[src/core/smbus_gpio_pkg.sv]
// Shared constants for the two-wire slave and its general pin logic.
// Assumes a single 25 MHz clock domain and open-drain pads outside.
package smbus_gpio_pkg;

   // ****************************************
   // Addressing
   // ****************************************
   localparam logic [1:0] SLAVE_ADDR_TOP  = 2'h2;
   localparam logic [6:0] MASS_WRITE_ADDR = 7'h5f;
   localparam logic [6:0] ALERT_RESP_ADDR = 7'h0c;
   localparam logic [1:0] PIN_LOW         = 2'h0;
   localparam logic [1:0] PIN_OPEN        = 2'h1;
   localparam logic [1:0] PIN_HIGH        = 2'h2;

   // ****************************************
   // Register indices, fields, reset values
   // ****************************************
   localparam logic [2:0] IDX_CTRL        = 3'h0;
   localparam logic [2:0] IDX_ALERT       = 3'h1;
   localparam logic [2:0] IDX_STATUS      = 3'h2;
   localparam logic [2:0] IDX_FAULT       = 3'h3;
   localparam int         POS_MASS_EN     = 4;
   localparam int         POS_MODE_A      = 6;
   localparam int         POS_MODE_B      = 7;
   localparam int         POS_PIN1_OUT    = 6;
   localparam int         POS_PIN1_IN     = 6;
   localparam int         POS_PIN2_IN     = 5;
   localparam int         POS_PIN2_OUT    = 6;
   localparam int         POS_PIN3_OUT    = 7;
   localparam logic [7:0] CTRL_RESET      = 8'hd0;
   localparam logic [7:0] ALERT_RESET     = 8'h40;
   localparam logic [7:0] FAULT_RESET     = 8'h80;
   localparam logic [3:0] BITS_PER_BYTE   = 4'h8;
   localparam logic [8:0] FILTER_RESET    = 9'h003;
   localparam logic       PIN3_OE_RESET   = 1'b1;

   // ****************************************
   // General pin one modes, from {mode_b, mode_a}
   // ****************************************
   localparam logic [1:0] MODE_PG_HIZ     = 2'h0;
   localparam logic [1:0] MODE_PG_LOW     = 2'h1;
   localparam logic [1:0] MODE_INPUT      = 2'h2;
   localparam logic [1:0] MODE_OUTPUT     = 2'h3;

endpackage

[src/core/input_filter.sv]
// Three-stage input synchroniser with agreement filter.
// Assumes inputs are asynchronous pins; output updates when stages 2 and 3 agree.
`timescale 1ns/1ps
module input_filter #(
   parameter int               WIDTH       = 1,
   parameter logic [WIDTH-1:0] RESET_VALUE = '0
) (
   input  wire logic             clock, // System clock
   input  wire logic             rst_n, // Synchronous reset, active low
   input  wire logic [WIDTH-1:0] raw,   // Asynchronous pin levels
   output logic      [WIDTH-1:0] clean  // Filtered levels
);
   logic [WIDTH-1:0] s1_q, s2_q, s3_q, clean_q, clean_d;

   always_comb begin
      // Keep old value while the last two stages disagree
      clean_d = (s2_q & s3_q) | (clean_q & (s2_q ^ s3_q));
   end

   always_ff @(posedge clock) begin
      if (!rst_n) begin
         s1_q    <= RESET_VALUE;
         s2_q    <= RESET_VALUE;
         s3_q    <= RESET_VALUE;
         clean_q <= RESET_VALUE;
      end else begin
         s1_q    <= raw;
         s2_q    <= s1_q;
         s3_q    <= s2_q;
         clean_q <= clean_d;
      end
   end

   assign clean = clean_q;
endmodule

[src/core/gpio_drive.sv]
// Output enables of the three open-drain general pins.
// Assumes filtered power-good level and alert request on the same clock.
`timescale 1ns/1ps
module gpio_drive (
   input  wire logic       clock,        // System clock
   input  wire logic       rst_n,        // Synchronous reset, active low
   input  wire logic [1:0] pin_one_mode, // Mode of pin one
   input  wire logic       pin1_value,   // Pin one output field
   input  wire logic       pin2_value,   // Pin two output field
   input  wire logic       pin3_value,   // Pin three output field
   input  wire logic       power_good,   // Filtered feedback above threshold
   input  wire logic       alert_active, // Alert wants pin two low
   output logic            pin1_oe,      // Pin one pulls low
   output logic            pin2_oe,      // Pin two pulls low
   output logic            pin3_oe       // Pin three pulls low
);
   logic p1_q, p1_d, p2_q, p2_d, p3_q, p3_d;

   always_comb begin
      unique case (pin_one_mode)
         smbus_gpio_pkg::MODE_PG_HIZ: p1_d = !power_good;
         smbus_gpio_pkg::MODE_PG_LOW: p1_d = power_good;
         smbus_gpio_pkg::MODE_INPUT:  p1_d = 1'b0;
         smbus_gpio_pkg::MODE_OUTPUT: p1_d = !pin1_value;
      endcase
      p2_d = pin2_value || alert_active;
      p3_d = pin3_value;
   end

   always_ff @(posedge clock) begin
      if (!rst_n) begin
         p1_q <= 1'b0;
         p2_q <= 1'b0;
         p3_q <= smbus_gpio_pkg::PIN3_OE_RESET;
      end else begin
         p1_q <= p1_d;
         p2_q <= p2_d;
         p3_q <= p3_d;
      end
   end

   assign pin1_oe = p1_q;
   assign pin2_oe = p2_q;
   assign pin3_oe = p3_q;
endmodule

[src/core/smbus_slave_gpio_config.sv]
// Two-wire bus slave with byte/word access and general pin configuration.
// Assumes open-drain SCL/SDA pads outside; SCL well below the clock rate.
`timescale 1ns/1ps
// Overview of operation
// - Pin one mode chosen by the two mode-select fields together.
// - After reset pin one is an output, value field resets to released.
// - Pin one may release or pull low on power good, or act as input.
// - Filtered pin one level readable in a status field.
// - Pin two serves as alert output, general output or input.
// - Pin two defaults released, output field resets to 0.
// - Filtered pin two level readable in its own status field.
// - Pin three output field resets to 1, pin driven low.
// - Read-write slave with read/write byte and word commands.
// - Second byte of a word read repeats the first.
// - Second byte of a word write is acknowledged and discarded.
// - SDA falling while SCL high is a start condition.
// - SDA rising while SCL high is a stop, bus free after.
// - Low three bits of the command byte load the register pointer.
// - Slave address top bits fixed at 10, rest from two address pins.
// - Pin two output field set pulls low; cleared releases unless alerting.
module smbus_slave_gpio_config (
   input  wire logic       clock,                     // 25 MHz system clock
   input  wire logic       rst_n,                     // Synchronous reset, active low
   input  wire logic       scl_in,                    // Bus clock level
   input  wire logic       sda_in,                    // Bus data level
   output logic            sda_out,                   // Bus data drive value
   output logic            sda_oe,                    // Bus data pulls low
   input  wire logic       power_good_feedback_input, // Feedback above threshold
   input  wire logic [1:0] slave_id_pin_low,          // Three-level address pin
   input  wire logic [1:0] slave_id_pin_high,         // Three-level address pin
   input  wire logic       alert_active,              // Alert logic wants pin two low
   output logic            alert_release,             // Alert served, one-cycle pulse
   input  wire logic       general_pin_one_in,        // Pin one level
   output logic            general_pin_one_out,       // Pin one drive value
   output logic            general_pin_one_oe,        // Pin one pulls low
   input  wire logic       general_pin_two_in,        // Pin two level
   output logic            general_pin_two_out,       // Pin two drive value
   output logic            general_pin_two_oe,        // Pin two pulls low
   output logic            general_pin_three_out,     // Pin three drive value
   output logic            general_pin_three_oe       // Pin three pulls low
);
   typedef enum logic [3:0] {
      S_IDLE, S_ADDR, S_ADDR_ACK, S_CMD, S_CMD_ACK,
      S_WDATA, S_WDATA_ACK, S_RDATA, S_MACK, S_IGNORE
   } state_e;

   // ****************************************
   // Input filtering
   // ****************************************
   logic [8:0] clean;
   logic       scl_f, sda_f, pgood_f, pin1_lvl, pin2_lvl;
   logic [1:0] id_lo, id_hi;

   input_filter #(
      .WIDTH       (9),
      .RESET_VALUE (smbus_gpio_pkg::FILTER_RESET)
   ) u_filter (
      .clock (clock),
      .rst_n (rst_n),
      .raw   ({general_pin_two_in, general_pin_one_in, power_good_feedback_input,
               slave_id_pin_high, slave_id_pin_low, sda_in, scl_in}),
      .clean (clean)
   );

   assign scl_f    = clean[0];
   assign sda_f    = clean[1];
   assign id_lo    = clean[3:2];
   assign id_hi    = clean[5:4];
   assign pgood_f  = clean[6];
   assign pin1_lvl = clean[7];
   assign pin2_lvl = clean[8];

   // ****************************************
   // Helpers
   // ****************************************
   function automatic logic [6:0] decode_id(input logic [1:0] hi, input logic [1:0] lo);
      logic [4:0] low5;
      low5 = 5'h0a;
      case ({hi, lo})
         {smbus_gpio_pkg::PIN_OPEN, smbus_gpio_pkg::PIN_LOW}:  low5 = 5'h08;
         {smbus_gpio_pkg::PIN_HIGH, smbus_gpio_pkg::PIN_OPEN}: low5 = 5'h09;
         {smbus_gpio_pkg::PIN_OPEN, smbus_gpio_pkg::PIN_OPEN}: low5 = 5'h0a;
         {smbus_gpio_pkg::PIN_OPEN, smbus_gpio_pkg::PIN_HIGH}: low5 = 5'h0b;
         {smbus_gpio_pkg::PIN_LOW,  smbus_gpio_pkg::PIN_LOW}:  low5 = 5'h0c;
         {smbus_gpio_pkg::PIN_HIGH, smbus_gpio_pkg::PIN_HIGH}: low5 = 5'h0d;
         {smbus_gpio_pkg::PIN_LOW,  smbus_gpio_pkg::PIN_OPEN}: low5 = 5'h0e;
         {smbus_gpio_pkg::PIN_LOW,  smbus_gpio_pkg::PIN_HIGH}: low5 = 5'h0f;
         {smbus_gpio_pkg::PIN_HIGH, smbus_gpio_pkg::PIN_LOW}:  low5 = 5'h19;
         // Illegal pin code falls back to both-open address
         default:                                              low5 = 5'h0a;
      endcase
      return {smbus_gpio_pkg::SLAVE_ADDR_TOP, low5};
   endfunction

   function automatic logic [7:0] read_value(input logic [2:0] ptr, input logic [7:0] ctrl,
                                             input logic [7:0] alrt, input logic [7:0] flt,
                                             input logic p1, input logic p2);
      logic [7:0] v;
      v = 8'h00;
      unique case (ptr)
         smbus_gpio_pkg::IDX_CTRL:  v = ctrl;
         smbus_gpio_pkg::IDX_ALERT: v = alrt;
         smbus_gpio_pkg::IDX_FAULT: v = flt;
         smbus_gpio_pkg::IDX_STATUS: begin
            v[smbus_gpio_pkg::POS_PIN1_IN] = p1;
            v[smbus_gpio_pkg::POS_PIN2_IN] = p2;
         end
         default: v = 8'h00;
      endcase
      return v;
   endfunction

   // ****************************************
   // Bus state machine and registers
   // ****************************************
   state_e     state_q, state_d;
   logic [3:0] cnt_q, cnt_d;
   logic [7:0] shift_q, shift_d, tx_q, tx_d;
   logic [7:0] ctrl_q, ctrl_d, alrt_q, alrt_d, flt_q, flt_d;
   logic [2:0] ptr_q, ptr_d;
   logic [6:0] own_q, own_d;
   logic       scl_p_q, scl_p_d, sda_p_q, sda_p_d;
   logic       oe_q, oe_d, ara_q, ara_d, word2_q, word2_d, rel_q, rel_d;
   logic       scl_rise, scl_fall, start_ev, stop_ev, rx_state, byte_done;
   logic       own_hit, mass_hit, ara_hit;
   logic [7:0] rd_now;

   assign scl_rise  = scl_f && !scl_p_q;
   assign scl_fall  = !scl_f && scl_p_q;
   assign start_ev  = scl_f && scl_p_q && sda_p_q && !sda_f;
   assign stop_ev   = scl_f && scl_p_q && !sda_p_q && sda_f;
   assign rx_state  = state_q inside {S_ADDR, S_CMD, S_WDATA};
   assign byte_done = scl_fall && cnt_q == smbus_gpio_pkg::BITS_PER_BYTE;
   assign own_hit   = shift_q[7:1] == own_q;
   assign mass_hit  = shift_q[7:1] == smbus_gpio_pkg::MASS_WRITE_ADDR && !shift_q[0]
                      && ctrl_q[smbus_gpio_pkg::POS_MASS_EN];
   // No alert answer while the output field itself holds pin two low
   assign ara_hit   = shift_q[7:1] == smbus_gpio_pkg::ALERT_RESP_ADDR && shift_q[0]
                      && alert_active && !flt_q[smbus_gpio_pkg::POS_PIN2_OUT];
   assign rd_now    = read_value(ptr_q, ctrl_q, alrt_q, flt_q, pin1_lvl, pin2_lvl);

   always_comb begin
      state_d = state_q;
      cnt_d   = cnt_q;
      shift_d = shift_q;
      tx_d    = tx_q;
      ctrl_d  = ctrl_q;
      alrt_d  = alrt_q;
      flt_d   = flt_q;
      ptr_d   = ptr_q;
      oe_d    = oe_q;
      ara_d   = ara_q;
      word2_d = word2_q;
      rel_d   = 1'b0;
      own_d   = decode_id(id_hi, id_lo);
      scl_p_d = scl_f;
      sda_p_d = sda_f;
      if (scl_rise && (rx_state || state_q == S_RDATA)) begin
         cnt_d = cnt_q + 4'h1;
      end
      if (scl_rise && rx_state) begin
         shift_d = {shift_q[6:0], sda_f};
      end
      if (stop_ev) begin
         state_d = S_IDLE;
         oe_d    = 1'b0;
      end else if (start_ev) begin
         state_d = S_ADDR;
         cnt_d   = 4'h0;
         oe_d    = 1'b0;
      end else begin
         unique case (state_q)
            S_IDLE, S_IGNORE: ;
            S_ADDR: if (byte_done) begin
               if (own_hit || mass_hit || ara_hit) begin
                  state_d = S_ADDR_ACK;
                  oe_d    = 1'b1;
                  ara_d   = ara_hit;
                  rel_d   = own_hit && alert_active;
               end else begin
                  state_d = S_IGNORE;
               end
            end
            S_ADDR_ACK: if (scl_fall) begin
               cnt_d   = 4'h0;
               word2_d = 1'b0;
               if (shift_q[0]) begin
                  state_d = S_RDATA;
                  tx_d    = ara_q ? {own_q, 1'b0} : rd_now;
                  oe_d    = ara_q ? !own_q[6] : !rd_now[7];
                  rel_d   = ara_q;
               end else begin
                  state_d = S_CMD;
                  oe_d    = 1'b0;
               end
            end
            S_CMD: if (byte_done) begin
               state_d = S_CMD_ACK;
               oe_d    = 1'b1;
               ptr_d   = shift_q[2:0];
            end
            S_CMD_ACK: if (scl_fall) begin
               state_d = S_WDATA;
               cnt_d   = 4'h0;
               oe_d    = 1'b0;
            end
            S_WDATA: if (byte_done) begin
               state_d = S_WDATA_ACK;
               oe_d    = 1'b1;
               word2_d = 1'b1;
               // Second byte of a word write is acknowledged only
               if (!word2_q) begin
                  unique case (ptr_q)
                     smbus_gpio_pkg::IDX_CTRL:  ctrl_d = shift_q;
                     smbus_gpio_pkg::IDX_ALERT: alrt_d = shift_q;
                     smbus_gpio_pkg::IDX_FAULT: flt_d  = shift_q;
                     default: ;
                  endcase
               end
            end
            S_WDATA_ACK: if (scl_fall) begin
               state_d = S_WDATA;
               cnt_d   = 4'h0;
               oe_d    = 1'b0;
            end
            S_RDATA: if (byte_done) begin
               state_d = S_MACK;
               oe_d    = 1'b0;
            end else if (scl_fall) begin
               oe_d = !tx_q[3'd7 - cnt_q[2:0]];
            end
            S_MACK: if (scl_rise && sda_f) begin
               state_d = S_IGNORE;
            end else if (scl_fall) begin
               state_d = S_RDATA;
               cnt_d   = 4'h0;
               tx_d    = ara_q ? {own_q, 1'b0} : rd_now;
               oe_d    = ara_q ? !own_q[6] : !rd_now[7];
            end
            default: state_d = S_IDLE;
         endcase
      end
   end

   always_ff @(posedge clock) begin
      if (!rst_n) begin
         state_q <= S_IDLE;
         cnt_q   <= 4'h0;
         shift_q <= 8'h00;
         tx_q    <= 8'h00;
         ctrl_q  <= smbus_gpio_pkg::CTRL_RESET;
         alrt_q  <= smbus_gpio_pkg::ALERT_RESET;
         flt_q   <= smbus_gpio_pkg::FAULT_RESET;
         ptr_q   <= 3'h0;
         own_q   <= 7'h4a;
         scl_p_q <= 1'b1;
         sda_p_q <= 1'b1;
         oe_q    <= 1'b0;
         ara_q   <= 1'b0;
         word2_q <= 1'b0;
         rel_q   <= 1'b0;
      end else begin
         state_q <= state_d;
         cnt_q   <= cnt_d;
         shift_q <= shift_d;
         tx_q    <= tx_d;
         ctrl_q  <= ctrl_d;
         alrt_q  <= alrt_d;
         flt_q   <= flt_d;
         ptr_q   <= ptr_d;
         own_q   <= own_d;
         scl_p_q <= scl_p_d;
         sda_p_q <= sda_p_d;
         oe_q    <= oe_d;
         ara_q   <= ara_d;
         word2_q <= word2_d;
         rel_q   <= rel_d;
      end
   end

   assign sda_out       = 1'b0;
   assign sda_oe        = oe_q;
   assign alert_release = rel_q;

   // ****************************************
   // General pins
   // ****************************************
   gpio_drive u_gpio (
      .clock        (clock),
      .rst_n        (rst_n),
      .pin_one_mode ({ctrl_q[smbus_gpio_pkg::POS_MODE_B],
                      ctrl_q[smbus_gpio_pkg::POS_MODE_A]}),
      .pin1_value   (alrt_q[smbus_gpio_pkg::POS_PIN1_OUT]),
      .pin2_value   (flt_q[smbus_gpio_pkg::POS_PIN2_OUT]),
      .pin3_value   (flt_q[smbus_gpio_pkg::POS_PIN3_OUT]),
      .power_good   (pgood_f),
      .alert_active (alert_active),
      .pin1_oe      (general_pin_one_oe),
      .pin2_oe      (general_pin_two_oe),
      .pin3_oe      (general_pin_three_oe)
   );

   assign general_pin_one_out   = 1'b0;
   assign general_pin_two_out   = 1'b0;
   assign general_pin_three_out = 1'b0;
endmodule

[config.mk]
export PLATFORM = sky130hd
export DESIGN_NAME = smbus_slave_gpio_config
export DESIGN_NICKNAME = d
export VERILOG_FILES = /design/src/core/smbus_gpio_pkg.sv /design/src/core/input_filter.sv /design/src/core/gpio_drive.sv /design/src/core/smbus_slave_gpio_config.sv
export SDC_FILE = /design/constraint.sdc
export NUM_CORES = 1
export LEC_CHECK = 0
export ABC_AREA = 0
export BUFFER_PORTS_ARGS = -buffer_cell sky130_fd_sc_hd__buf_4
export CAP_MARGIN = 20
export CORE_MARGIN = 5
export CORE_UTILIZATION = 50
export CTS_CLUSTER_SIZE = 14
export DETAILED_ROUTE_END_ITERATION = 7
export GPL_TIMING_DRIVEN = 0
export HOLD_SLACK_MARGIN = 0.05
export MAX_ROUTING_LAYER = met4
export PLACE_DENSITY = 0.79
export SLEW_MARGIN = 40
export SYNTH_ARGS = -nofsm -noshare
export SYNTH_HDL_FRONTEND = slang
export SYNTH_SLANG_ARGS = --single-unit
[constraint.sdc]
create_clock -name clock -period 2.6 [get_ports clock]
set_input_delay 0.52 -clock clock [delete_from_list [all_inputs] [get_ports clock]]
set_output_delay 0.52 -clock clock [all_outputs]
set_load 0.01 [all_outputs]
## Yosys cells after proc, flatten, opt, wreduce, memory -nomap -nowiden

Memory sizes are Yosys's and may differ from the RTL's. A register that Yosys moved wholly into a read port is not among the register bits.
Index checks and enable logic that the tools add are counted.

- $lt $le $gt $ge: 1
- Reductions and logical operators: 56
- Muxes and demuxes: 48
- $add $sub $neg: 2
- Bitwise logic cells: 9
- Equality and inequality tests: 40

Operators with widths:

| operator | count |
|---|---|
| 4-bit 2-to-1 mux | 14 |
| 8-bit 2-to-1 mux | 5 |
| 4-bit one-hot mux with 8 select lines | 1 |
| 3-bit inequality test, second input constant | 7 |
| 9-bit AND | 2 |
| 2-bit inequality test, second input constant | 9 |
| 6-bit AND reduction | 3 |
| 1-bit logical AND | 17 |
| 1-bit 2-to-1 mux | 17 |
| 4-bit by 3-bit equality test with 1-bit output, second input constant | 4 |
| 8-bit one-hot mux with 2 select lines | 1 |
| 8-bit AND reduction | 2 |
| 5-bit one-hot mux with 3 select lines | 1 |
| 4-bit equality test, second input constant | 3 |
| 1-bit zero test | 12 |
| 5-bit AND reduction | 2 |
| 9-bit OR | 1 |
| 9-bit AND reduction | 1 |
| 9-bit XOR | 1 |
| 4-bit by 2-bit equality test with 1-bit output, second input constant | 2 |
| 2-bit one-hot mux with 4 select lines | 1 |
| 4-bit one-hot mux with 2 select lines | 1 |
| 2-bit OR reduction | 4 |
| 7-bit by 4-bit equality test with 1-bit output, second input constant | 1 |
| 30 further kinds | 44 |

- Logic and storage cells: 181
- Memories kept: 1
- ROM bits: 64
- Flip-flop bits (word level): 103

Memory list:

| name | depth | width | read ports | clocked after memory_dff | write ports | RTL line | RTL |
|---|---|---|---|---|---|---|---|
| (no name shown) | 16 | 4 | 1 | 1 | 0 | smbus_slave_gpio_config.sv:79 | `case ({hi, lo})` |

## Logic depth before layout (Yosys ltp)

Gate-level depths: netlist of the first run.

- Word-level depth: 10
- Gate-level depth with buffers: 9
- Depth with buffers taken out: 8

## Modules after synthesis

A second synthesis of the first run with hierarchy kept.

- Cells, all modules: 458
- Area, all modules: 4400.5 um^2

By module, submodules not included:

| module | cells each | times used | sequential area each (um^2) | area an instance (um^2) |
|---|---|---|---|---|
| smbus_slave_gpio_config | 355 | 1 | 1221.2 | 3160.5 |
| input_filter | 93 | 1 | 720.7 | 1134.8 |
| gpio_drive | 10 | 1 | 60.1 | 105.1 |

## Least setup slack after synthesis of the first run

OpenSTA, ideal clock, no wires.

- Path type: register to register
- Start point: register cnt_q[1]
- End point: register ctrl_q[4]
- Data arrival time: 1.720 ns
- Stages on the path, launching flop included: 10
- Required time: 2.474 ns
- Period minus slack after synthesis: 1.846 ns
- Library setup time: 0.126 ns
- Setup slack: 0.754 ns
- Buffers on the path: 1
- Cell sequence: dfxtp_1 -> inv_1 -> ha_1 -> and3b_1 -> and2_2 -> nand4_2 -> nand2b_1 -> buf_2 -> mux2i_1 -> nand2_1

- Longest elaborated chain between the ends: 3

Ends and longest elaborated chain:

| what | RTL line | RTL |
|---|---|---|
| start: declaration | smbus_slave_gpio_config.sv:117 | `logic [3:0] cnt_q, cnt_d;` |
| start signal: assignment | smbus_slave_gpio_config.sv:264 | `cnt_q <= cnt_d;` |
| 4-bit equality test | smbus_slave_gpio_config.sv:133 | `assign byte_done = scl_fall && cnt_q == smbus_gpio_pkg::BITS_PER_BYTE;` |
| 1-bit logical AND | smbus_slave_gpio_config.sv:133 |  |
| 6-bit AND reduction (no line) | n/a |  |
| end signal: assignment | smbus_slave_gpio_config.sv:251 | `ctrl_q <= smbus_gpio_pkg::CTRL_RESET;` |
| end signal: assignment | smbus_slave_gpio_config.sv:267 | `ctrl_q <= ctrl_d;` |
| end: declaration | smbus_slave_gpio_config.sv:119 | `logic [7:0] ctrl_q, ctrl_d, alrt_q, alrt_d, flt_q, flt_d;` |

Every way passes these cells.
A chain may end at the register's enable or synchronous reset.

## Worst setup path after layout of the first run

- Start point: register cnt_q[0]
- End point: register ctrl_q[4]

The elaborated chain is that of the path after synthesis.

==> results.py, run 1 <==
metrics = {
    "floorplan": {
        "die_area_um2": 10720,
        "die_h_um": 103.5,
        "rows": 34,
        "ios": 21,
        "die_x_um": 103.5,
        "initial_core_util": 0.5064,
        "core_um2": 8636,
    },
    "sta": {
        "rsz0062_at_grt": "no",
        "relSlewSlack": 0.5642,
        "fin_tns_setup_ns": 0,
        "max_freq_mhz": 461.4,
        "final_hold_viol_count": 0,
        "max_slew.worst_pin.slew_ns": 0.6478,
        "maxSlewViolCount": 0,
        "period_share": 0.8337,
        "hold_slack_ns": 0.3095,
        "setup_viol": 0,
        "fin_skew_ns": 0.01367,
        "layout_min_cycle_time_ns": 2.168,
    },
    "power_and_ir_drop": {
        "p_leak_nw": 1.879,
        "seqPwrFrac": 0.573,
        "pwr-share-comb": 0.036,
        "ir_worst_vdd_uv": 390.5,
        "pwr-share-clk": 0.390,
        "p_int_w": 0.002084,
        "swShare": 0.2366,
        "switchingPower_w": 0.0006458,
        "p_per_area_nw_per_um2": 562.5,
    },
    "route": {
        "drtPass1Iterations": 4,
        "ant_nets": 0,
        "wire_per_inst_um": 15.48,
        "drt-total-wl_um": 9240,
        "route.detailed.drc": 0,
        "vias": 3327,
        "dr.first_iter.drc_count": 195,
        "viasPerCell": 5.573,
    },
    "final_layout": {
        "final_cell_mix": "100 x dfxtp_1, 62 x nor2_1, 30 x mux2i_1, 25 x nand2_1, 23 x buf_4",
        "seq_area_um2": 2002,
        "layout_commonest_cell": "dfxtp_1",
        "fin_cells": 597,
        "num-fill-cells": 757,
        "multiInputGateArea_um2": 2177,
        "drive_above_1_share": 0.1493,
        "n_antenna_cell": 0,
        "area_delta_synth_final_pct": 10.99,
        "fin_nets": 507,
    },
    "global_routing": {
        "grt_pass1_wl_um": 15610,
        "grtUsageTotal": 0.1820,
        "grt_max_degree": 19,
        "overflow": 0,
        "grt_pass1_vias": 3243,
        "antenna_found_initial": 0,
    },
    "clocking": {
        "root_buffer": "clkbuf_8",
        "postCtsSetupRepairBufs": 0,
        "cts_resized": 0,
        "hold_buffers": 0,
        "clk_latency_ns": 0.38,
        "cts_tree": "done",
        "cts_buffers": 9,
        "clkTransAtPathRegs_ns": 0.11,
        "clkSinkCount": 100,
        "cts_buffer_depth": 2,
        "htreeDepth": 3,
    },
    "logic_synthesis": {
        "synth.yosys.warnings": 0,
        "syn_area_per_cell_um2": 9.632,
        "async_flop_share": 0,
        "synth-seq-area-share": 0.4578,
        "netlist_area_um2": 4373,
        "yosys_register_bits": 100,
        "synth_cells": 454,
        "synth-edff-count": 0,
        "ys.flop_type": "dfxtp_1",
        "synth_cell_type_count": 59,
    },
    "setup_path": {
        "reg2reg_from": "cnt_q[0]$_SDFF_PN0_",
        "required_ns": 2.85,
        "end_kind": "register",
        "cp_top_family": "simple AND/OR/NAND/NOR gates",
        "worstPathMaxFanout": 8,
        "worst_path_max_delay_cell": "dfxtp_1",
        "startpoint_type": "register",
        "crit_chain": "inv_1 -> ha_1 -> and3b_1 -> and2_2 -> nand4_2 -> nand2b_1 -> buf_2 -> mux2i_1 -> nand2_1",
        "path_class": "reg2reg",
        "cp.arrival_ns": 2.42,
        "max_stage_delay_ns": 0.50,
        "path_buf_inv": 2,
        "critPathLaunch": "cnt_q[0]$_SDFF_PN0_",
    },
    "placed_design": {
        "dp_hpwl_um": 6635,
        "globalplace.congestion": 0.8959,
        "portBuffers": 16,
        "dp.cells": 581,
    },
    "min_path": {
        "worstHoldStart": "scl_in",
        "hp-class": "in2reg",
    },
    "outcome": {
        "run_status": "complete, no violations",
    },
    "flow_run": {
        "cap_violations": 0,
    },
}
-- state kept, by name (all words and copies together), names as in the netlist, 9 cells and up --
register and flops:
u_filter.clean 9, u_filter.s2_q 9, u_filter.s3_q 9, u_filter.s1_q 9
-- logic make-up after synthesis --
kind of cell / synth area share
mux: 0.1047
simple gates: 0.2255
other cells: 0.0008575
xor+xnor: 0.02003
buf+inv: 0.04692
compound gates: 0.1127
flops: 0.4578
fa+ha+maj: 0.03147
-- metal layers --
| layer | up-vias | share of wire | track usage |
|---|---|---|---|
| li1 | 1629 | - | - |
| met1 | 1598 | 0.45 | 0.2307 |
| met2 | 87 | 0.49 | 0.2928 |
| met3 | 13 | 0.047 | 0.03358 |
| met4 | 0 | 0.013 | 0.06186 |
| met5 | - | 0 | - |
-- synth_stat cells, drive strengths merged (2+ instances only) --
| cell | instances | area share |
|---|---|---|
| dfxtp | 100 | 0.46 |
| nor2 | 63 | 0.056 |
| mux2i | 30 | 0.069 |
| nand2 | 25 | 0.021 |
| and2 | 23 | 0.033 |
| a21oi | 22 | 0.025 |
| nand2b | 18 | 0.026 |
| buf | 17 | 0.026 |
| clkbuf | 16 | 0.014 |
| nand3 | 12 | 0.014 |
| a211oi | 11 | 0.020 |
| ha | 11 | 0.031 |
| xor2 | 9 | 0.018 |
| a31oi | 7 | 0.010 |
| inv | 7 | 0.0060 |
| o21ai | 7 | 0.0080 |
| a22oi | 6 | 0.010 |
| mux2 | 6 | 0.015 |
| nor3 | 5 | 0.0057 |
| mux4 | 4 | 0.021 |
| nand4 | 4 | 0.0072 |
| nand4b | 4 | 0.0080 |
| nor2b | 4 | 0.0074 |
| nor3b | 4 | 0.0080 |
| nor4 | 4 | 0.0092 |
| nand3b | 3 | 0.0051 |
| o211ai | 3 | 0.0051 |
| o22ai | 3 | 0.0043 |
| a211o | 2 | 0.0040 |
| and3b | 2 | 0.0040 |
| nor4b | 2 | 0.0089 |
| o311ai | 2 | 0.0040 |
| o31ai | 2 | 0.0057 |
-- path summary, 6_finish.rpt --
| path | endpoint | slack [ns] | cells past startpoint |
|---|---|---|---|
| worst max-delay path | ctrl_q[4]$_SDFFE_PN1P_ | 0.43 | 9 |
| worst min-delay path | u_filter.s1_q[0]$_SDFF_PN1_ | 0.31 | 2 |
| worst max register to register | ctrl_q[4]$_SDFFE_PN1P_ | 0.43 | 9 |
| worst min register to register | u_filter.s2_q[0]$_SDFF_PN1_ | 0.42 | 1 |
-- through the flow --
stage	power (W)	cell area, µm²	util	worst slack (ns)
floorplan	0.001659	4384	-	0.7542
global placement	0.001695	4639	0.5372	0.5109
detailed placement	0.001699	4639	0.5372	0.4644
CTS	0.002748	4853	0.5620	0.4326
global route	0.002825	4853	0.5620	0.2614
finish	0.002730	4853	0.5620	0.4325
-- power by group through the flow --
stage                     Sequential [W]  Combinational [W]  Clock [W]
after floorplan                  0.00160          0.0000618          0
after global placement           0.00160          0.0000953          0
after detailed placement         0.00160          0.0000981          0
after CTS                        0.00157          0.0000994    0.00108
after global routing             0.00157           0.000112    0.00114
final                            0.00157          0.0000993    0.00107
-- final cells by class --
cell class	instances	share of cell area
multi-input combinational	316	0.4486
sequential	100	0.4125
buffer	33	0.03609
clock buffer	10	0.02836
tap	108	0.02784
timing repair buffer	16	0.02475
clock inverter	6	0.01573
inverter	8	0.006187
(Power assumes the default switching activity.)
==> run 2: changes to the inputs <==
--- a/config.mk
+++ b/config.mk
@@ -5,7 +5,7 @@
 export SDC_FILE = /design/constraint.sdc
 export NUM_CORES = 1
 export LEC_CHECK = 0
-export ABC_AREA = 0
+export ABC_AREA = 1
 export BUFFER_PORTS_ARGS = -buffer_cell sky130_fd_sc_hd__buf_4
 export CAP_MARGIN = 20
 export CORE_MARGIN = 5
==> constraint.sdc (replaced) <==
create_clock -name clock -period 2 [get_ports clock]
set_input_delay 0.4 -clock clock [delete_from_list [all_inputs] [get_ports clock]]
set_output_delay 0.4 -clock clock [all_outputs]
set_load 0.01 [all_outputs]
==> run 2 against run 1 <==
Against the previous run:
- sequential cell count unchanged
- count of clock-buffer cells in the layout decreased by 1
- clock skew decreased by 0.0076 ns
- sequential share of layout area decreased by 0.13 points
- first-iteration DRC count increased by 32%
- design area increased by 0.31%
- synthesized cell count increased by 30%
- critical endpoint is now ptr_q[2]$_SDFFE_PN0P_
- highest routed layer unchanged
==> results.py, run 2 <==
metrics = {
    "setup_path": {
        "worstRegToRegCells": 8,
        "path_buf_inv": 2,
        "startpoint_type": "register",
        "cp.arrival_ns": 2.06,
        "max_stage_delay_ns": 0.39,
        "path_class": "reg2reg",
        "timing.rr.end": "ptr_q[2]$_SDFFE_PN0P_",
        "required_ns": 2.29,
        "cp_top_family": "simple AND/OR/NAND/NOR gates",
        "crit_chain": "inv_2 -> ha_1 -> nand2_1 -> inv_1 -> nand3_2 -> nor2_1 -> o21ai_0 -> a21oi_1",
        "worstPathMaxFanout": 10,
        "reg2reg_from": "cnt_q[0]$_SDFF_PN0_",
        "end_kind": "register",
        "ff2ff_setup_slack_ns": 0.23,
        "worst_path_max_delay_cell": "dfxtp_1",
    },
    "logic_synthesis": {
        "synth.area.top_cells": "dfxtp_1 45%, nand2_1 12%, inv_1 6.1%",
        "synth_cells": 591,
        "synthTopCellsByCount": "137 x nand2_1, 100 x dfxtp_1, 72 x inv_1",
        "synth-edff-count": 0,
        "async_flop_share": 0,
        "ys.flop_type": "dfxtp_1",
        "synth_cell_type_count": 38,
        "syn_area_per_cell_um2": 7.463,
        "yosys_register_bits": 100,
        "yosysTopAreaCell": "dfxtp_1",
        "yosysMostFrequentCell": "nand2_1",
        "netlist_area_um2": 4410,
        "synth_top_area_frac": 0.4539,
        "synth.yosys.warnings": 0,
        "synth-seq-area-share": 0.4539,
    },
    "floorplan": {
        "core_um2": 8678,
        "initial_core_util": 0.5082,
        "rows": 34,
        "die_x_um": 103.9,
        "ios": 21,
        "die_h_um": 103.9,
        "die_area_um2": 10800,
    },
    "sta": {
        "setup_viol": 0,
        "relSlewSlack": 0.5540,
        "fin_tns_setup_ns": 0,
        "max_slew.worst_pin.slew_ns": 0.6691,
        "fin_skew_ns": 0.006104,
        "final_hold_viol_count": 0,
        "period_share": 0.8838,
        "hold_slack_ns": 0.2039,
        "max_freq_mhz": 565.7,
        "layout_min_cycle_time_ns": 1.768,
        "worst_slack_ns": 0.2324,
        "rsz0062_at_grt": "no",
        "maxSlewViolCount": 0,
    },
    "final_layout": {
        "final_cell_mix": "137 x nand2_1, 100 x dfxtp_1, 71 x inv_1, 51 x nor2_1, 51 x a21oi_1",
        "n_antenna_cell": 0,
        "num-fill-cells": 853,
        "seq_area_um2": 2002,
        "fin_nets": 643,
        "multiInputGateArea_um2": 1982,
        "utilization": 0.5610,
        "layout_commonest_cell": "nand2_1",
        "area_delta_synth_final_pct": 10.38,
        "drive_above_1_share": 0.1328,
    },
    "placed_design": {
        "globalplace.congestion": 0.9306,
        "portBuffers": 15,
        "dp_hpwl_um": 7309,
        "pre_cts_ws_ns": 0.2160,
    },
    "route": {
        "drt-total-wl_um": 9741,
        "wire_per_inst_um": 13.29,
        "viasPerCell": 5.299,
        "route.detailed.drc": 0,
        "ant_nets": 0,
        "dr.first_iter.drc_count": 257,
        "drtPass1Iterations": 6,
        "vias": 3884,
    },
    "clocking": {
        "clkSinkCount": 100,
        "cts_buffer_depth": 2,
        "hold_buffers": 0,
        "root_buffer": "clkbuf_8",
        "htreeDepth": 3,
        "clk_latency_ns": 0.37,
        "clkTransAtPathRegs_ns": 0.11,
        "cts_buffers": 9,
        "cts_tree": "done",
    },
    "global_routing": {
        "grt_pass1_wl_um": 16510,
        "overflow": 0,
        "antenna_found_initial": 0,
        "grt_max_degree": 21,
        "grt_pass1_vias": 3611,
        "grtUsageTotal": 0.1886,
    },
    "power_and_ir_drop": {
        "p_per_area_nw_per_um2": 708.3,
        "p_leak_nw": 2.264,
        "ir_worst_vdd_uv": 539.9,
        "fin_total_pwr_w": 0.003448,
    },
    "min_path": {
        "min_to": "u_filter.s1_q[3]$_SDFF_PN0_",
        "hp-class": "in2reg",
        "worstHoldStart": "slave_id_pin_low[1]",
        "whs_path_depth": 3,
    },
    "flow_run": {
        "cap_violations": 0,
    },
    "outcome": {
        "run_status": "complete, no violations",
    },
}
-- run 2: cell types whose count changed after synthesis, sizes merged, moves of 10 or more --
| cell | delta |
|---|---|
| and2 | -23 |
| o21ai | +41 |
| clkbuf | -10 |
| nand2b | -18 |
| mux2i | -30 |
| nand2 | +117 |
| a21oi | +30 |
| inv | +74 |
| nand3 | +19 |
-- run 2: layout make-up --
type	count	share of cell area
sequential	100	0.4112
multi-input combinational	391	0.4071
inverter	82	0.06322
tap	108	0.02776
buffer	21	0.02673
clock buffer	9	0.02544
timing repair buffer	15	0.02313
clock inverter	7	0.01542
-- run 2: how the worst max path moves through the flow --
stage	to	cells past startpoint	from	slack, ns
3_3_place_gp	ctrl_q[7]$_SDFFE_PN1P_	8	cnt_q[0]$_SDFF_PN0_	0.23
4_1_cts	flt_q[0]$_SDFFE_PN0P_	9	cnt_q[0]$_SDFF_PN0_	0.18
2_1_floorplan	ctrl_q[4]$_SDFFE_PN1P_	8	cnt_q[0]$_SDFF_PN0_	0.47
3_5_place_dp	state_q[2]$_SDFFE_PP0P_	10	cnt_q[0]$_SDFF_PN0_	0.22
6_report	ptr_q[2]$_SDFFE_PN0P_	8	cnt_q[0]$_SDFF_PN0_	0.23
5_1_grt	sda_oe$_SDFFE_PP0P_	12	cnt_q[0]$_SDFF_PN0_	0.01
-- run 2: logic make-up (layout without fill, tap and decap cells) --
family | count (synthesis) | after routing | synth area share
AOI/OAI and AO/OA | 118 | 118 | 0.1509
xor gates and xnor gates | 3 | 3 | 0.005959
adders and majority gates | 11 | 11 | 0.03121
buffers and inverters | 103 | 134 | 0.09929
DFF | 100 | 100 | 0.4539
other | 1 | 4 | 0.0008502
and+or+nand+nor | 255 | 255 | 0.2579
-- run 2: timing repair --
| action | CTS | global route |
|---|---|---|
| hold endpoints to repair | 0 | 0 |
| buffers inserted | 0 | 0 |
| gates resized for setup | 0 | 1 |
| setup endpoints to repair | 0 | 9 |
-- run 2: tightest hold or removal path, stage by stage --
cell and delay (ns):
buf_4 0.07, nand2_1 0.04, inv_1 0.04
-- run 2: stage by stage --
| stage | cell area, µm² | std cells |
|---|---|---|
| 6_report | 4868 | 733 |
| 5_1_grt | 4868 | 733 |
| 4_1_cts | 4868 | 733 |
| 3_5_place_dp | 4669 | 717 |
| 3_3_place_gp | 4669 | 717 |
| 2_1_floorplan | 4422 | 594 |
-- run 2: layer usage --
layer	GRT usage	routed length [µm]
met1	0.2334	4288
met2	0.3087	4696
met3	0.04345	607
met4	0.05458	148
met5	-	0
-- run 2: where the power goes --
group | internal, W | switching [W]
registers | 0.00202 | 0.0000131
clock network | 0.000496 | 0.000783
logic | 0.0000530 | 0.0000841
==> run 3: changes to the inputs <==
--- a/config.mk
+++ b/config.mk
@@ -9,13 +9,13 @@
 export BUFFER_PORTS_ARGS = -buffer_cell sky130_fd_sc_hd__buf_4
 export CAP_MARGIN = 20
 export CORE_MARGIN = 5
-export CORE_UTILIZATION = 50
+export CORE_UTILIZATION = 35
 export CTS_CLUSTER_SIZE = 14
 export DETAILED_ROUTE_END_ITERATION = 7
 export GPL_TIMING_DRIVEN = 0
 export HOLD_SLACK_MARGIN = 0.05
 export MAX_ROUTING_LAYER = met4
-export PLACE_DENSITY = 0.79
+export PLACE_DENSITY = 0.62
 export SLEW_MARGIN = 40
 export SYNTH_ARGS = -nofsm -noshare
 export SYNTH_HDL_FRONTEND = slang
==> run 3 against run 2 <==
Against the previous run:
- cell count grew 8.7%
- total power grew 12%
- first-iteration DRC count shrank 9.3%
- count of clock-buffer cells in the layout grew 1
- wire length grew 3.5%
- combinational power is essentially flat
- core utilization shrank 16 points
- hold slack gained 0.043 ns
- global-route usage shrank 4.1 points
- design area grew 3.8%
- sequential share of layout area shrank 1.5 points
- largest cell class unchanged
- register-to-register slack lost 0.03 ns
==> results.py, run 3 (synthesis results as in run 2) <==
metrics = {
    "outcome": {
        "run_status": "complete, no violations",
    },
    "placed_design": {
        "dp_hpwl_um": 7554,
        "dpl_cell_area_um2": 4750,
        "portBuffers": 15,
        "globalplace.congestion": 0.9107,
    },
    "sta": {
        "rsz0062_at_grt": "no",
        "layout_min_cycle_time_ns": 1.799,
        "setup_viol": 0,
        "max_slew.worst_pin.slew_ns": 0.6255,
        "maxSlewViolCount": 0,
        "relSlewSlack": 0.5830,
        "fin_skew_ns": 0.004030,
        "max_freq_mhz": 555.9,
        "fin_tns_setup_ns": 0,
        "final_hold_viol_count": 0,
        "period_share": 0.8995,
    },
    "route": {
        "viasPerCell": 4.795,
        "dr.first_iter.drc_count": 233,
        "ant_nets": 0,
        "route.detailed.drc": 0,
        "drtPass1Iterations": 5,
        "wire_per_inst_um": 12.65,
        "drt-total-wl_um": 10080,
        "vias": 3822,
    },
    "flow_run": {
        "cap_violations": 0,
    },
    "clocking": {
        "clkSinkCount": 100,
        "cts_buffer_depth": 2,
        "cts_resized": 0,
        "clk_latency_ns": 0.33,
        "htreeDepth": 3,
        "postCtsSetupRepairBufs": 0,
        "cts_buffers": 9,
        "hold_buffers": 0,
        "root_buffer": "clkbuf_16",
        "clkTransAtPathRegs_ns": 0.07,
        "cts_tree": "done",
    },
    "floorplan": {
        "initial_core_util": 0.3538,
        "die_h_um": 122.3,
        "core_um2": 12470,
        "die_area_um2": 14950,
        "die_x_um": 122.3,
        "rows": 41,
        "ios": 21,
    },
    "setup_path": {
        "cp.arrival_ns": 1.99,
        "reg2reg_from": "cnt_q[0]$_SDFF_PN0_",
        "crit_chain": "inv_2 -> ha_1 -> nand3_1 -> nor2_2 -> nand3_4 -> nor2_4 -> buf_4 -> o211ai_1",
        "worstPathMaxFanout": 10,
        "path_class": "reg2reg",
        "startpoint_type": "register",
        "cp_top_family": "simple AND/OR/NAND/NOR gates",
        "critPathLaunch": "cnt_q[0]$_SDFF_PN0_",
        "max_stage_delay_ns": 0.37,
        "end_kind": "register",
        "timing.rr.end": "ctrl_q[6]$_SDFFE_PN1P_",
        "path_buf_inv": 2,
        "required_ns": 2.19,
        "cp-endpoint": "ctrl_q[6]$_SDFFE_PN1P_",
        "ff2ff_setup_slack_ns": 0.20,
        "worstRegToRegCells": 8,
        "crit_cells": 8,
        "worst_path_max_delay_cell": "dfxtp_1",
    },
    "final_layout": {
        "n_antenna_cell": 0,
        "final_area_um2": 5054,
        "drive_above_1_share": 0.1344,
        "fin_nets": 643,
        "layout_commonest_cell": "nand2_1",
        "final_cell_mix": "136 x nand2_1, 100 x dfxtp_1, 71 x inv_1, 51 x a21oi_1, 50 x nor2_1",
        "area_delta_synth_final_pct": 14.58,
    },
    "global_routing": {
        "grt_pass1_vias": 3695,
        "met3_usage": 0.02212,
        "met2_usage": 0.2391,
        "met1_usage": 0.1840,
        "grt_busiest_layer": "met2",
        "grt_max_degree": 17,
        "overflow": 0,
        "grtUsageTotal": 0.1472,
        "antenna_found_initial": 0,
        "grt_pass1_wl_um": 17130,
    },
    "power_and_ir_drop": {
        "p_leak_nw": 2.312,
        "p_per_area_nw_per_um2": 766.2,
        "ir_worst_vdd_uv": 445.3,
    },
    "min_path": {
        "hp-class": "in2reg",
    },
}
[run 3: cell count changes in the layout (fill, tap and decap cells not counted)]
cell | before | now
clkbuf_16 | 0 | 9
clkbuf_8 | 9 | 0
clkinv_2 | 0 | 3
inv_8 | 3 | 0
bufinv_16 | 0 | 1
clkbuf_1 | 6 | 7
clkinv_8 | 1 | 0
clkinvlp_4 | 1 | 0
nand2_1 | 137 | 136
nand2_2 | 5 | 6
nand3_2 | 1 | 0
nand3_4 | 1 | 2
nor2_1 | 51 | 50
nor2_2 | 4 | 5
[run 3: stage by stage]
stage / setup slack, ns / hold slack [ns] / total power, W / instances / util
after floorplan: 0.4713 / 0.3905 / 0.002165 / 594 / -
after global placement: 0.1662 / 0.3950 / 0.002212 / 781 / 0.3810
after detailed placement: 0.1530 / 0.3980 / 0.002217 / 781 / 0.3810
after CTS: 0.1268 / 0.2354 / 0.003923 / 797 / 0.4044
after global routing: 0.05112 / 0.2430 / 0.004041 / 797 / 0.4054
final: 0.2010 / 0.2469 / 0.003872 / 797 / 0.4054
[run 3: area by class of cell]
type | count | area [µm²]
fillers | 1248 | 7412
flip-flops and latches | 100 | 2002
multi-input cells | 391 | 1994
inverters | 82 | 307.8
clock buffers | 10 | 229.0
well taps | 172 | 215.2
plain buffers | 21 | 130.1
repair buffers | 15 | 112.6
clock inverters | 6 | 62.56
[run 3: power by group]
group	internal [W]	total, W	switching, W
combinational	0.0000530	0.000138	0.0000850
sequential	0.00202	0.00203	0.0000127
clock	0.000970	0.00170	0.000732
total	0.00304	0.00387	0.000829
[run 3: worst min-delay path by stage]
stage	start	to	slack [ns]	cells past startpoint
detailed placement	u_filter.s1_q[8]$_SDFF_PN0_	u_filter.s2_q[8]$_SDFF_PN0_	0.40	2
global route	sda_in	u_filter.s1_q[1]$_SDFF_PN1_	0.24	2
global placement	u_filter.s1_q[8]$_SDFF_PN0_	u_filter.s2_q[8]$_SDFF_PN0_	0.39	2
CTS	power_good_feedback_input	u_filter.s1_q[6]$_SDFF_PN0_	0.24	3
floorplan	u_filter.s1_q[2]$_SDFF_PN0_	u_filter.s2_q[2]$_SDFF_PN0_	0.39	2
finish	general_pin_one_in	u_filter.s1_q[7]$_SDFF_PN0_	0.25	3
[run 3: routing by layer]
| metal | up-vias | routed length (µm) | share of wire |
|---|---|---|---|
| met5 | - | 0 | 0 |
| met4 | 0 | 153 | 0.015 |
| met3 | 14 | 494 | 0.049 |
| met2 | 103 | 4754 | 0.47 |
| met1 | 1747 | 4679 | 0.46 |
| li1 | 1958 | - | - |
[run 3: worst min-delay path, stage by stage]
cell,delay (ns)
buf_4,0.08
nand2_1,0.04
inv_1,0.04
